<file path="src/verilog/eqt_pkg.sv">
package eqt_pkg;

    localparam int NP    = 2;
    localparam int NQ    = 4;
    localparam int NQT   = NP * NQ;
    localparam int DEPTH = 4;

    localparam logic [7:0] REG_MAP    = 8'h00;
    localparam logic [7:0] REG_ETYPE  = 8'h04;
    localparam logic [7:0] REG_STATUS = 8'h08;
    localparam logic [7:0] REG_DROPS  = 8'h0C;
    localparam logic [7:0] REG_PCFG0  = 8'h10;
    localparam logic [7:0] REG_PCFG1  = 8'h14;

    localparam logic [15:0] MAP_RST   = 16'hFA41;
    localparam logic [15:0] ETYPE_STD = 16'h8100;
    localparam logic [15:0] ETYPE_ALT = 16'hFFFF;
    localparam logic [18:0] PCFG_RST  = 19'h0_0001;
    localparam logic [13:0] TAG_BYTES = 14'h0004;
    localparam logic [15:0] DROPS_MAX = 16'hFFFF;

    localparam int PCFG_VID_LSB = 0;
    localparam int PCFG_PCP_LSB = 12;
    localparam int PCFG_FIX     = 15;
    localparam int PCFG_PUSH    = 16;
    localparam int PCFG_POP     = 17;
    localparam int PCFG_STRIP   = 18;

    typedef struct packed {
        logic        ctag;
        logic [2:0]  pcp;
        logic [11:0] vid;
        logic [13:0] len;
        logic        stag;
        logic [2:0]  spcp;
        logic [11:0] svid;
    } eqt_entry_t;

    function automatic logic [1:0] cos_of(input logic [15:0] map, input logic [2:0] prio);
        cos_of = map[{prio, 1'b0} +: 2];
    endfunction

    function automatic logic [1:0] hi_class(input logic [3:0] busy);
        if (busy[3]) begin
            hi_class = 2'h3;
        end else if (busy[2]) begin
            hi_class = 2'h2;
        end else if (busy[1]) begin
            hi_class = 2'h1;
        end else begin
            hi_class = 2'h0;
        end
    endfunction

endpackage

</file>
<file path="src/verilog/eqt_tagger.sv">
// The implementer's own choices: the address-and-strobe port and the register addresses.
`timescale 1ns/1ps
// Notes on behaviour
// RQ1 - eight priority levels 0..7 feed class selection
// RQ2 - explicit priority is the tag's 3-bit field
// RQ3 - priority and vlan id never influence each other
// RQ4 - four class queues per output port
// RQ5 - class 0 lowest, class 3 highest
// RQ6 - writable priority-to-class table, standard default mapping
// RQ7 - strict priority: lower queue waits for higher ones
// RQ8 - each queue is first in, first out
// RQ9 - tagged uses tag priority, untagged uses port priority
// RQ10 - egress rewrites tag priority or strips tag per port; the code only strips, tag priority passes through unchanged
// RQ11 - same classes and scheduling on every port
// RQ12 - provider tag pushed at provider ingress edge
// RQ13 - provider tag popped at provider egress edge
// RQ14 - push adds four bytes, pop removes four
// RQ15 - provider ethertype selectable: 8100 or ffff
// RQ16 - provider priority fixed per port or copied
// RQ17 - full queue drops new frame, queued frames kept
module eqt_tagger
    import eqt_pkg::*;
(
    input  wire logic                ref_clk,
    input  wire logic                reset_n,
    input  wire logic [7:0]          reg_addr,
    input  wire logic [31:0]         reg_wdata,
    input  wire logic                reg_wr,
    input  wire logic                reg_rd,
    output logic      [31:0]         reg_rdata,
    input  wire logic                in_valid,
    input  wire logic [0:0]          in_port,
    input  wire logic [0:0]          in_dport,
    input  wire logic                in_tagged,
    input  wire logic [2:0]          in_pcp,
    input  wire logic [11:0]         in_vid,
    input  wire logic [13:0]         in_len,
    input  wire logic                in_stag,
    input  wire logic [2:0]          in_spcp,
    input  wire logic [11:0]         in_svid,
    input  wire logic [NP-1:0]       eg_ready,
    output logic      [NP-1:0]       eg_valid,
    output logic      [NP-1:0]       eg_ctag,
    output logic      [NP*3-1:0]     eg_pcp,
    output logic      [NP*12-1:0]    eg_vid,
    output logic      [NP*14-1:0]    eg_len,
    output logic      [NP-1:0]       eg_stag,
    output logic      [NP*3-1:0]     eg_spcp,
    output logic      [NP*12-1:0]    eg_svid,
    output logic      [15:0]         eg_etype
);

    logic [15:0]      map_reg;
    logic [15:0]      etype_reg;
    logic [18:0]      pcfg_reg [NP];
    logic [15:0]      drops_reg;
    logic [31:0]      rdata_reg;
    eqt_entry_t       mem_reg [NQT*DEPTH];
    logic [1:0]       wptr_reg [NQT];
    logic [1:0]       rptr_reg [NQT];
    logic [2:0]       cnt_reg [NQT];
    logic             egv_reg [NP];
    eqt_entry_t       ego_reg [NP];

    // ingress classification, all combinational on the request cycle
    wire logic [18:0] cfg_in   = pcfg_reg[in_port];
    wire logic [2:0]  port_pri = cfg_in[PCFG_PCP_LSB +: 3];
    wire logic        fix_pri  = cfg_in[PCFG_FIX];
    wire logic        push_en  = cfg_in[PCFG_PUSH];
    wire logic [11:0] port_vid = cfg_in[PCFG_VID_LSB +: 12];

    // an untagged frame takes its priority from the ingress port
    wire logic [2:0]  prio_c   = in_tagged ? in_pcp : port_pri; // RQ9 RQ2
    // a frame already provider-tagged is never pushed a second time
    wire logic        push     = push_en & ~in_stag; // RQ12
    wire logic [2:0]  spcp_new = fix_pri ? port_pri : prio_c; // RQ16
    wire logic [13:0] len_in   = push ? in_len + TAG_BYTES : in_len; // RQ14
    wire logic        stag_in  = in_stag | push;
    wire logic [2:0]  spcp_in  = push ? spcp_new : in_spcp;
    wire logic [11:0] svid_in  = push ? port_vid : in_svid;

    // the outer tag governs queueing; vid is never consulted here
    wire logic [2:0]  qprio    = stag_in ? spcp_in : prio_c; // RQ3 RQ1
    wire logic [1:0]  cls      = cos_of(map_reg, qprio); // RQ6 RQ4
    wire logic [2:0]  wq       = {in_dport, cls};
    wire logic        q_full   = (cnt_reg[wq] == 3'(DEPTH));
    wire logic        enq      = in_valid & ~q_full; // RQ17
    wire logic        drop     = in_valid & q_full; // RQ17
    wire logic [4:0]  widx     = {wq, wptr_reg[wq]};

    // descriptor as it is stored in the queue
    eqt_entry_t ent_in;
    assign ent_in.ctag = in_tagged;
    assign ent_in.pcp  = prio_c;
    assign ent_in.vid  = in_vid;
    assign ent_in.len  = len_in;
    assign ent_in.stag = stag_in;
    assign ent_in.spcp = spcp_in;
    assign ent_in.svid = svid_in;

    logic [NQT-1:0]  deq;
    eqt_entry_t      eg_next [NP];
    logic [NP-1:0]   deq_go;

    genvar p, c;
    generate
        for (p = 0; p < NP; p++) begin : g_port // RQ11
            logic [3:0]  busy;
            logic [1:0]  sel;
            logic [2:0]  rq;
            eqt_entry_t  head;
            logic        pop_t;
            logic        strip_t;
            for (c = 0; c < NQ; c++) begin : g_cls
                assign busy[c] = (cnt_reg[p*NQ+c] != 3'h0);
                assign deq[p*NQ+c] = deq_go[p] & (sel == 2'(c));
            end
            // strict priority, highest class first
            assign sel     = hi_class(busy); // RQ7 RQ5
            assign rq      = 3'(p*NQ) + {1'b0, sel};
            assign head    = mem_reg[{rq, rptr_reg[rq]}]; // RQ8
            assign deq_go[p] = (|busy) & (~egv_reg[p] | eg_ready[p]);

            wire logic        pop_en    = pcfg_reg[p][PCFG_POP];
            wire logic        strip_en  = pcfg_reg[p][PCFG_STRIP];
            assign pop_t   = pop_en & head.stag; // RQ13
            assign strip_t = strip_en & head.ctag; // RQ10

            // each removed tag takes its four bytes with it
            wire logic [13:0] cut_pop   = pop_t ? TAG_BYTES : 14'h0000; // RQ14
            wire logic [13:0] cut_strip = strip_t ? TAG_BYTES : 14'h0000;

            always_comb begin
                eg_next[p]      = head;
                eg_next[p].stag = head.stag & ~pop_t;
                eg_next[p].ctag = head.ctag & ~strip_t;
                eg_next[p].len  = head.len - cut_pop - cut_strip;
            end

            assign eg_valid[p]         = egv_reg[p];
            assign eg_ctag[p]          = ego_reg[p].ctag;
            assign eg_pcp[p*3 +: 3]    = ego_reg[p].pcp; // RQ10
            assign eg_vid[p*12 +: 12]  = ego_reg[p].vid;
            assign eg_len[p*14 +: 14]  = ego_reg[p].len;
            assign eg_stag[p]          = ego_reg[p].stag;
            assign eg_spcp[p*3 +: 3]   = ego_reg[p].spcp;
            assign eg_svid[p*12 +: 12] = ego_reg[p].svid;

            // valid falls only once the mac has taken the word and nothing waits
            always_ff @(posedge ref_clk) begin
                if (!reset_n) begin
                    egv_reg[p] <= 1'b0;
                end else if (deq_go[p]) begin
                    egv_reg[p] <= 1'b1;
                end else if (eg_ready[p]) begin
                    egv_reg[p] <= 1'b0;
                end
            end

            always_ff @(posedge ref_clk) begin
                if (!reset_n) begin
                    ego_reg[p] <= '0;
                end else if (deq_go[p]) begin
                    ego_reg[p] <= eg_next[p];
                end
            end
        end
    endgenerate

    // queue pointers; a full queue refuses even when it drains this cycle
    logic [NQT-1:0] enq_q;
    genvar q;
    generate
        for (q = 0; q < NQT; q++) begin : g_queue
            assign enq_q[q] = enq & (wq == 3'(q));

            always_ff @(posedge ref_clk) begin
                if (!reset_n) begin
                    wptr_reg[q] <= 2'h0;
                end else if (enq_q[q]) begin
                    wptr_reg[q] <= wptr_reg[q] + 2'h1; // RQ8
                end
            end

            always_ff @(posedge ref_clk) begin
                if (!reset_n) begin
                    rptr_reg[q] <= 2'h0;
                end else if (deq[q]) begin
                    rptr_reg[q] <= rptr_reg[q] + 2'h1;
                end
            end

            // a write and a read in one cycle leave the count alone
            always_ff @(posedge ref_clk) begin
                if (!reset_n) begin
                    cnt_reg[q] <= 3'h0;
                end else if (enq_q[q] && !deq[q]) begin
                    cnt_reg[q] <= cnt_reg[q] + 3'h1;
                end else if (deq[q] && !enq_q[q]) begin
                    cnt_reg[q] <= cnt_reg[q] - 3'h1; // RQ17
                end
            end
        end
    endgenerate

    always_ff @(posedge ref_clk) begin
        if (enq) begin
            mem_reg[widx] <= ent_in;
        end
    end

    // register file
    wire logic        hit_map   = (reg_addr == REG_MAP);
    wire logic        hit_etype = (reg_addr == REG_ETYPE);
    wire logic        hit_stat  = (reg_addr == REG_STATUS);
    wire logic        hit_drops = (reg_addr == REG_DROPS);
    wire logic        pcfg_hit  = (reg_addr == REG_PCFG0) | (reg_addr == REG_PCFG1);
    wire logic [0:0]  pcfg_idx  = reg_addr[2];

    wire logic        wr_map    = reg_wr & hit_map;
    wire logic        wr_etype  = reg_wr & hit_etype;
    wire logic        wr_pcfg   = reg_wr & pcfg_hit;
    // saturates so a long overload never wraps to a small count
    wire logic        drop_inc  = drop & (drops_reg != DROPS_MAX); // RQ17

    logic [7:0]       busy_all;
    always_comb begin
        for (int i = 0; i < NQT; i++) begin
            busy_all[i] = (cnt_reg[i] != 3'h0);
        end
    end

    wire logic [31:0] rv_map    = {16'h0000, map_reg};
    wire logic [31:0] rv_etype  = {31'h0000_0000, etype_reg == ETYPE_ALT};
    wire logic [31:0] rv_stat   = {24'h00_0000, busy_all}; // RQ4
    wire logic [31:0] rv_drops  = {16'h0000, drops_reg};
    wire logic [31:0] rv_pcfg   = {13'h0000, pcfg_reg[pcfg_idx]};

    // unmapped offsets read as zero and ignore writes
    wire logic [31:0] rd_val    =
        hit_map   ? rv_map :
        hit_etype ? rv_etype :
        hit_stat  ? rv_stat :
        hit_drops ? rv_drops :
        pcfg_hit  ? rv_pcfg :
        32'h0000_0000;

    assign reg_rdata = rdata_reg;
    assign eg_etype  = etype_reg;

    // read data stand for one cycle only, zero otherwise
    always_ff @(posedge ref_clk) begin
        if (!reset_n) begin
            rdata_reg <= 32'h0000_0000;
        end else if (reg_rd) begin
            rdata_reg <= rd_val;
        end else begin
            rdata_reg <= 32'h0000_0000;
        end
    end

    always_ff @(posedge ref_clk) begin
        if (!reset_n) begin
            map_reg <= MAP_RST; // RQ6
        end else if (wr_map) begin
            map_reg <= reg_wdata[15:0]; // RQ6
        end
    end

    // only two ethertypes exist, so one bit selects between them
    always_ff @(posedge ref_clk) begin
        if (!reset_n) begin
            etype_reg <= ETYPE_STD;
        end else if (wr_etype) begin
            etype_reg <= reg_wdata[0] ? ETYPE_ALT : ETYPE_STD; // RQ15
        end
    end

    always_ff @(posedge ref_clk) begin
        if (!reset_n) begin
            for (int i = 0; i < NP; i++) begin
                pcfg_reg[i] <= PCFG_RST; // RQ16
            end
        end else if (wr_pcfg) begin
            pcfg_reg[pcfg_idx] <= reg_wdata[18:0];
        end
    end

    always_ff @(posedge ref_clk) begin
        if (!reset_n) begin
            drops_reg <= 16'h0000;
        end else if (drop_inc) begin
            drops_reg <= drops_reg + 16'h0001; // RQ17
        end
    end

endmodule
</file>
<file path="config.mk">
export PLATFORM = sky130hd
export DESIGN_NAME = eqt_tagger
export DESIGN_NICKNAME = d
export VERILOG_FILES = /design/src/verilog/eqt_pkg.sv /design/src/verilog/eqt_tagger.sv
export SDC_FILE = /design/constraint.sdc
export NUM_CORES = 2
export LEC_CHECK = 0
export BUFFER_PORTS_ARGS = -buffer_cell sky130_fd_sc_hd__buf_2
export CORE_MARGIN = 2
export CORE_UTILIZATION = 57
export DETAILED_ROUTE_END_ITERATION = 16
export PLACE_DENSITY_LB_ADDON = 0.08
export SLEW_MARGIN = 10
export SYNTH_ARGS = -nofsm -noshare
export SYNTH_HDL_FRONTEND = slang
export SYNTH_SLANG_ARGS = --single-unit
</file>
<file path="constraint.sdc">
create_clock -name ref_clk -period 8.78 [get_ports ref_clk]
set_input_delay 0.439 -clock ref_clk [delete_from_list [all_inputs] [get_ports ref_clk]]
set_output_delay 0.439 -clock ref_clk [all_outputs]
set_load 0.1 [all_outputs]
</file>
==> run_results.csv <==
group,metric,value,unit
run_status,outcome,"finished clean",
critical_path,critPathSlowestCell,"o31a_2",
yosys,synthAdderAreaFrac,0.547,%
yosys,yosys_warnings,0,
clocking,cts_max_path_buffers,3,
clocking,insertion_delay,0.80,ns
sta,finalSetupTns,0,ns
yosys,synth-xor-area-share,0.609,%
drt,drt-pass1-iter-count,6,
layout,largest_register_ffs,1472,
drt,totalWireLength,186000,um
floorplan,rows,129,
floorplan,ios,237,
sta,setup_viol,0,
yosys,synth_compound_area_share,5.78,%
sta,hold_violations,0,
critical_path,critPathTopFamily,"compound AO/OA/AOI/OAI gates",
critical_path,max_stage_delay,0.92,ns
place,dp.cells,6908,
yosys,yosys-mux-area-fraction,3.83,%
sta,fmax,0.154,GHz
yosys,yosysTopAreaCellShare,70.7,%
drt,viasPerCell,6.15,
yosys,synth.distinct_cells,79,
layout,drive_gt1_share,12.5,%
place,hpwl,97700,um
sta,worst_slew_pin_slew,1.23,ns
yosys,synth_edf_count,1659,
pwr,power_density,359,nW/um2
floorplan,floorplan.initialDensity,57.2,%
grt,grt_max_degree,200,
drt,dr_wl_met3,15000,um
sta,finalCriticalPeriod,6.50,ns
floorplan,die_y,356,um
drt,route.detailed.drc,0,
critical_path,path_cells,"inv_1 -> ha_1 -> nand2b_1 -> buf_4 -> a211oi_1 -> o31a_2 -> buf_4 -> nand3_1 -> nand3_1 -> a31o_2 -> fa_1 -> inv_1 -> ha_1 -> a2111oi_2 -> nand4_1 -> nor3_1 -> mux2_2",
drt,ant_nets,0,
clocking,numCtsBuffers,174,
sta,rsz0062_at_grt,"no",
drt,topRoutingLayerUsed,"met4",
grt,antenna_found_initial,0,
critical_path,crit_path_max_fanout,41,
sta,maxSlewHeadroom,17.7,%
layout,num-nets-final,5591,
floorplan,design.die.area,126000,um2
critical_path,critPathKind,"flip-flop to flip-flop",
layout,area_delta_synth_final,12.3,%
drt,drtIter0Drc,4966,
run,cap_violations,0,
clocking,cts.sinks,1712,
sta,skew,0.0196,ns
sta,slew_viol_final,0,
pwr,ir_worst_vdd,696,uV
grt,overflow,0,
yosys,synthFlopType,"edfxtp_1",
yosys,ys_seq_area_share,72.2,%
yosys,yosysMostFrequentCell,"edfxtp_1",
clocking,cts_root_buffer,"clkbuf_16",
yosys,ys_ff_latch,1712,
critical_path,required,9.32,ns
drt,wire_per_inst,25.7,um
yosys,synthesis.area,70500,um2
clocking,htreeDepth,4,
drt,route.met2.wl,87300,um
critical_path,startpoint_type,"flip-flop",
grt,grt_first_pass_wirelength,273000,um
pwr,power,28400,uW
clocking,tritoncts,"done",
critical_path,arrival,7.04,ns
floorplan,die_w,356,um
yosys,yosys.area.top_type,"edfxtp_1",
sta,period_share,74.0,%
grt,grtUsageTotal,29.3,%
place,gp_congestion,0.850,
pwr,p_leak,0.0280,uW
yosys,async_reset_ff_share,0,%
yosys,yosys-top-cells-count,"edfxtp_1 (1659), nand2_1 (1356), nand3_1 (396)",
yosys,synth_top_family_by_area,"simple AND/OR/NAND/NOR gates",
clocking,clk_pin_slew_worst_paths,0.06,ns
layout,instances_no_fill,7238,
yosys,syn_avg_cell_area,13.3,um2
yosys,syn_inst,5303,
drt,wl_met1,78500,um
yosys,synth-simple-area-share,14.6,%
place,io_buffers,208,
critical_path,worst_setup_path_end_kind,"flip-flop",
yosys,synth_area_leaders,"edfxtp_1 (71%), nand2_1 (7.2%), a311oi_1 (3.4%)",
drt,via_count,44500,
grt,first_global_vias,41800,
floorplan,core_region_area,123000,um2
critical_path,worst-path-buf-inv,4,
layout,diodes,0,
worst_hold_path,hold_class,"input port to flip-flop",
## cell usage in the layout, fill, tap and decap left out, drive strengths merged, types with 53 or more instances in the layout
| master | count |
|---|---|
| edfxtp | 1659 |
| nand2 | 1356 |
| nand3 | 397 |
| buf | 331 |
| a311oi | 277 |
| clkbuf | 233 |
| mux2i | 220 |
| and3 | 158 |
| nor2 | 148 |
| nor3 | 111 |
| a21oi | 61 |
| clkinv | 54 |
| dfxtp | 53 |
## worst paths after layout
check                                    from        endpoint  slack [ns]  depth (start not counted)
worst max-delay path            cnt_reg[5][0]  ego_reg[1][27]        2.28                         17
worst min-delay path                   reg_wr    eg_etype[13]         0.1                          4
worst max register to register  cnt_reg[5][0]  ego_reg[1][27]        2.28                         17
worst min register to register     map_reg[5]      map_reg[5]        0.48                          2
## cell families after synthesis
logic type                 Yosys count
and+or+nand+nor                   2329
DFF                               1712
AOI/OAI and AO/OA                  510
buffers and inverters              414
muxes                              258
xor gates and xnor gates            49
adders and majority gates           29
other                                2
## stage by stage
stage	util, %	hold slack [ns]	cell area (um2)	worst slack [ns]
floorplan	-	0.448	70500	3.38
global placement	59.7	0.457	73500	2.45
detailed placement	59.7	0.468	73500	2.39
CTS	64.3	0.0491	79200	2.36
global route	64.3	0.127	79200	1.85
finish	64.3	0.0963	79200	2.28
## final cells by class
class,count,area (um2)
clock buffers,233,4750
clock inverters,77,692
fillers,9035,44000
inverters,38,143
multi-input cells,3190,18500
flip-flops and latches,1712,50900
well taps,1637,2050
repair buffers,351,2190
## report_power, final
group          internal [uW]  switching [uW]
sequential              9530             156
combinational           3350            8220
clock                   4130            3030
total                  17000           11400
## worst register-to-register path: stages, from the launching register on
cell and delay, ns:
edfxtp_1 0.41, inv_1 0.11, ha_1 0.19, nand2b_1 0.44
buf_4 0.41, a211oi_1 0.47, o31a_2 0.92, buf_4 0.63
nand3_1 0.13, nand3_1 0.12, a31o_2 0.20, fa_1 0.22
inv_1 0.06, ha_1 0.31, a2111oi_2 0.52, nand4_1 0.36
nor3_1 0.36, mux2_2 0.37
## repair_timing
action	CTS	global route
gates resized for setup	0	0
hold endpoints to repair	55	0
endpoints found under the setup margin	0	0
hold buffers	20	0
setup buffers	0	0
## metal layers
metal | up-vias | track usage, %
met5 | - | 0
met1 | 22300 | 42.5
met2 | 1897 | 46.4
met4 | 0 | 8.69
li1 | 20000 | -
met3 | 285 | 4.11
Note: power is estimated with default switching activity, not from simulation.
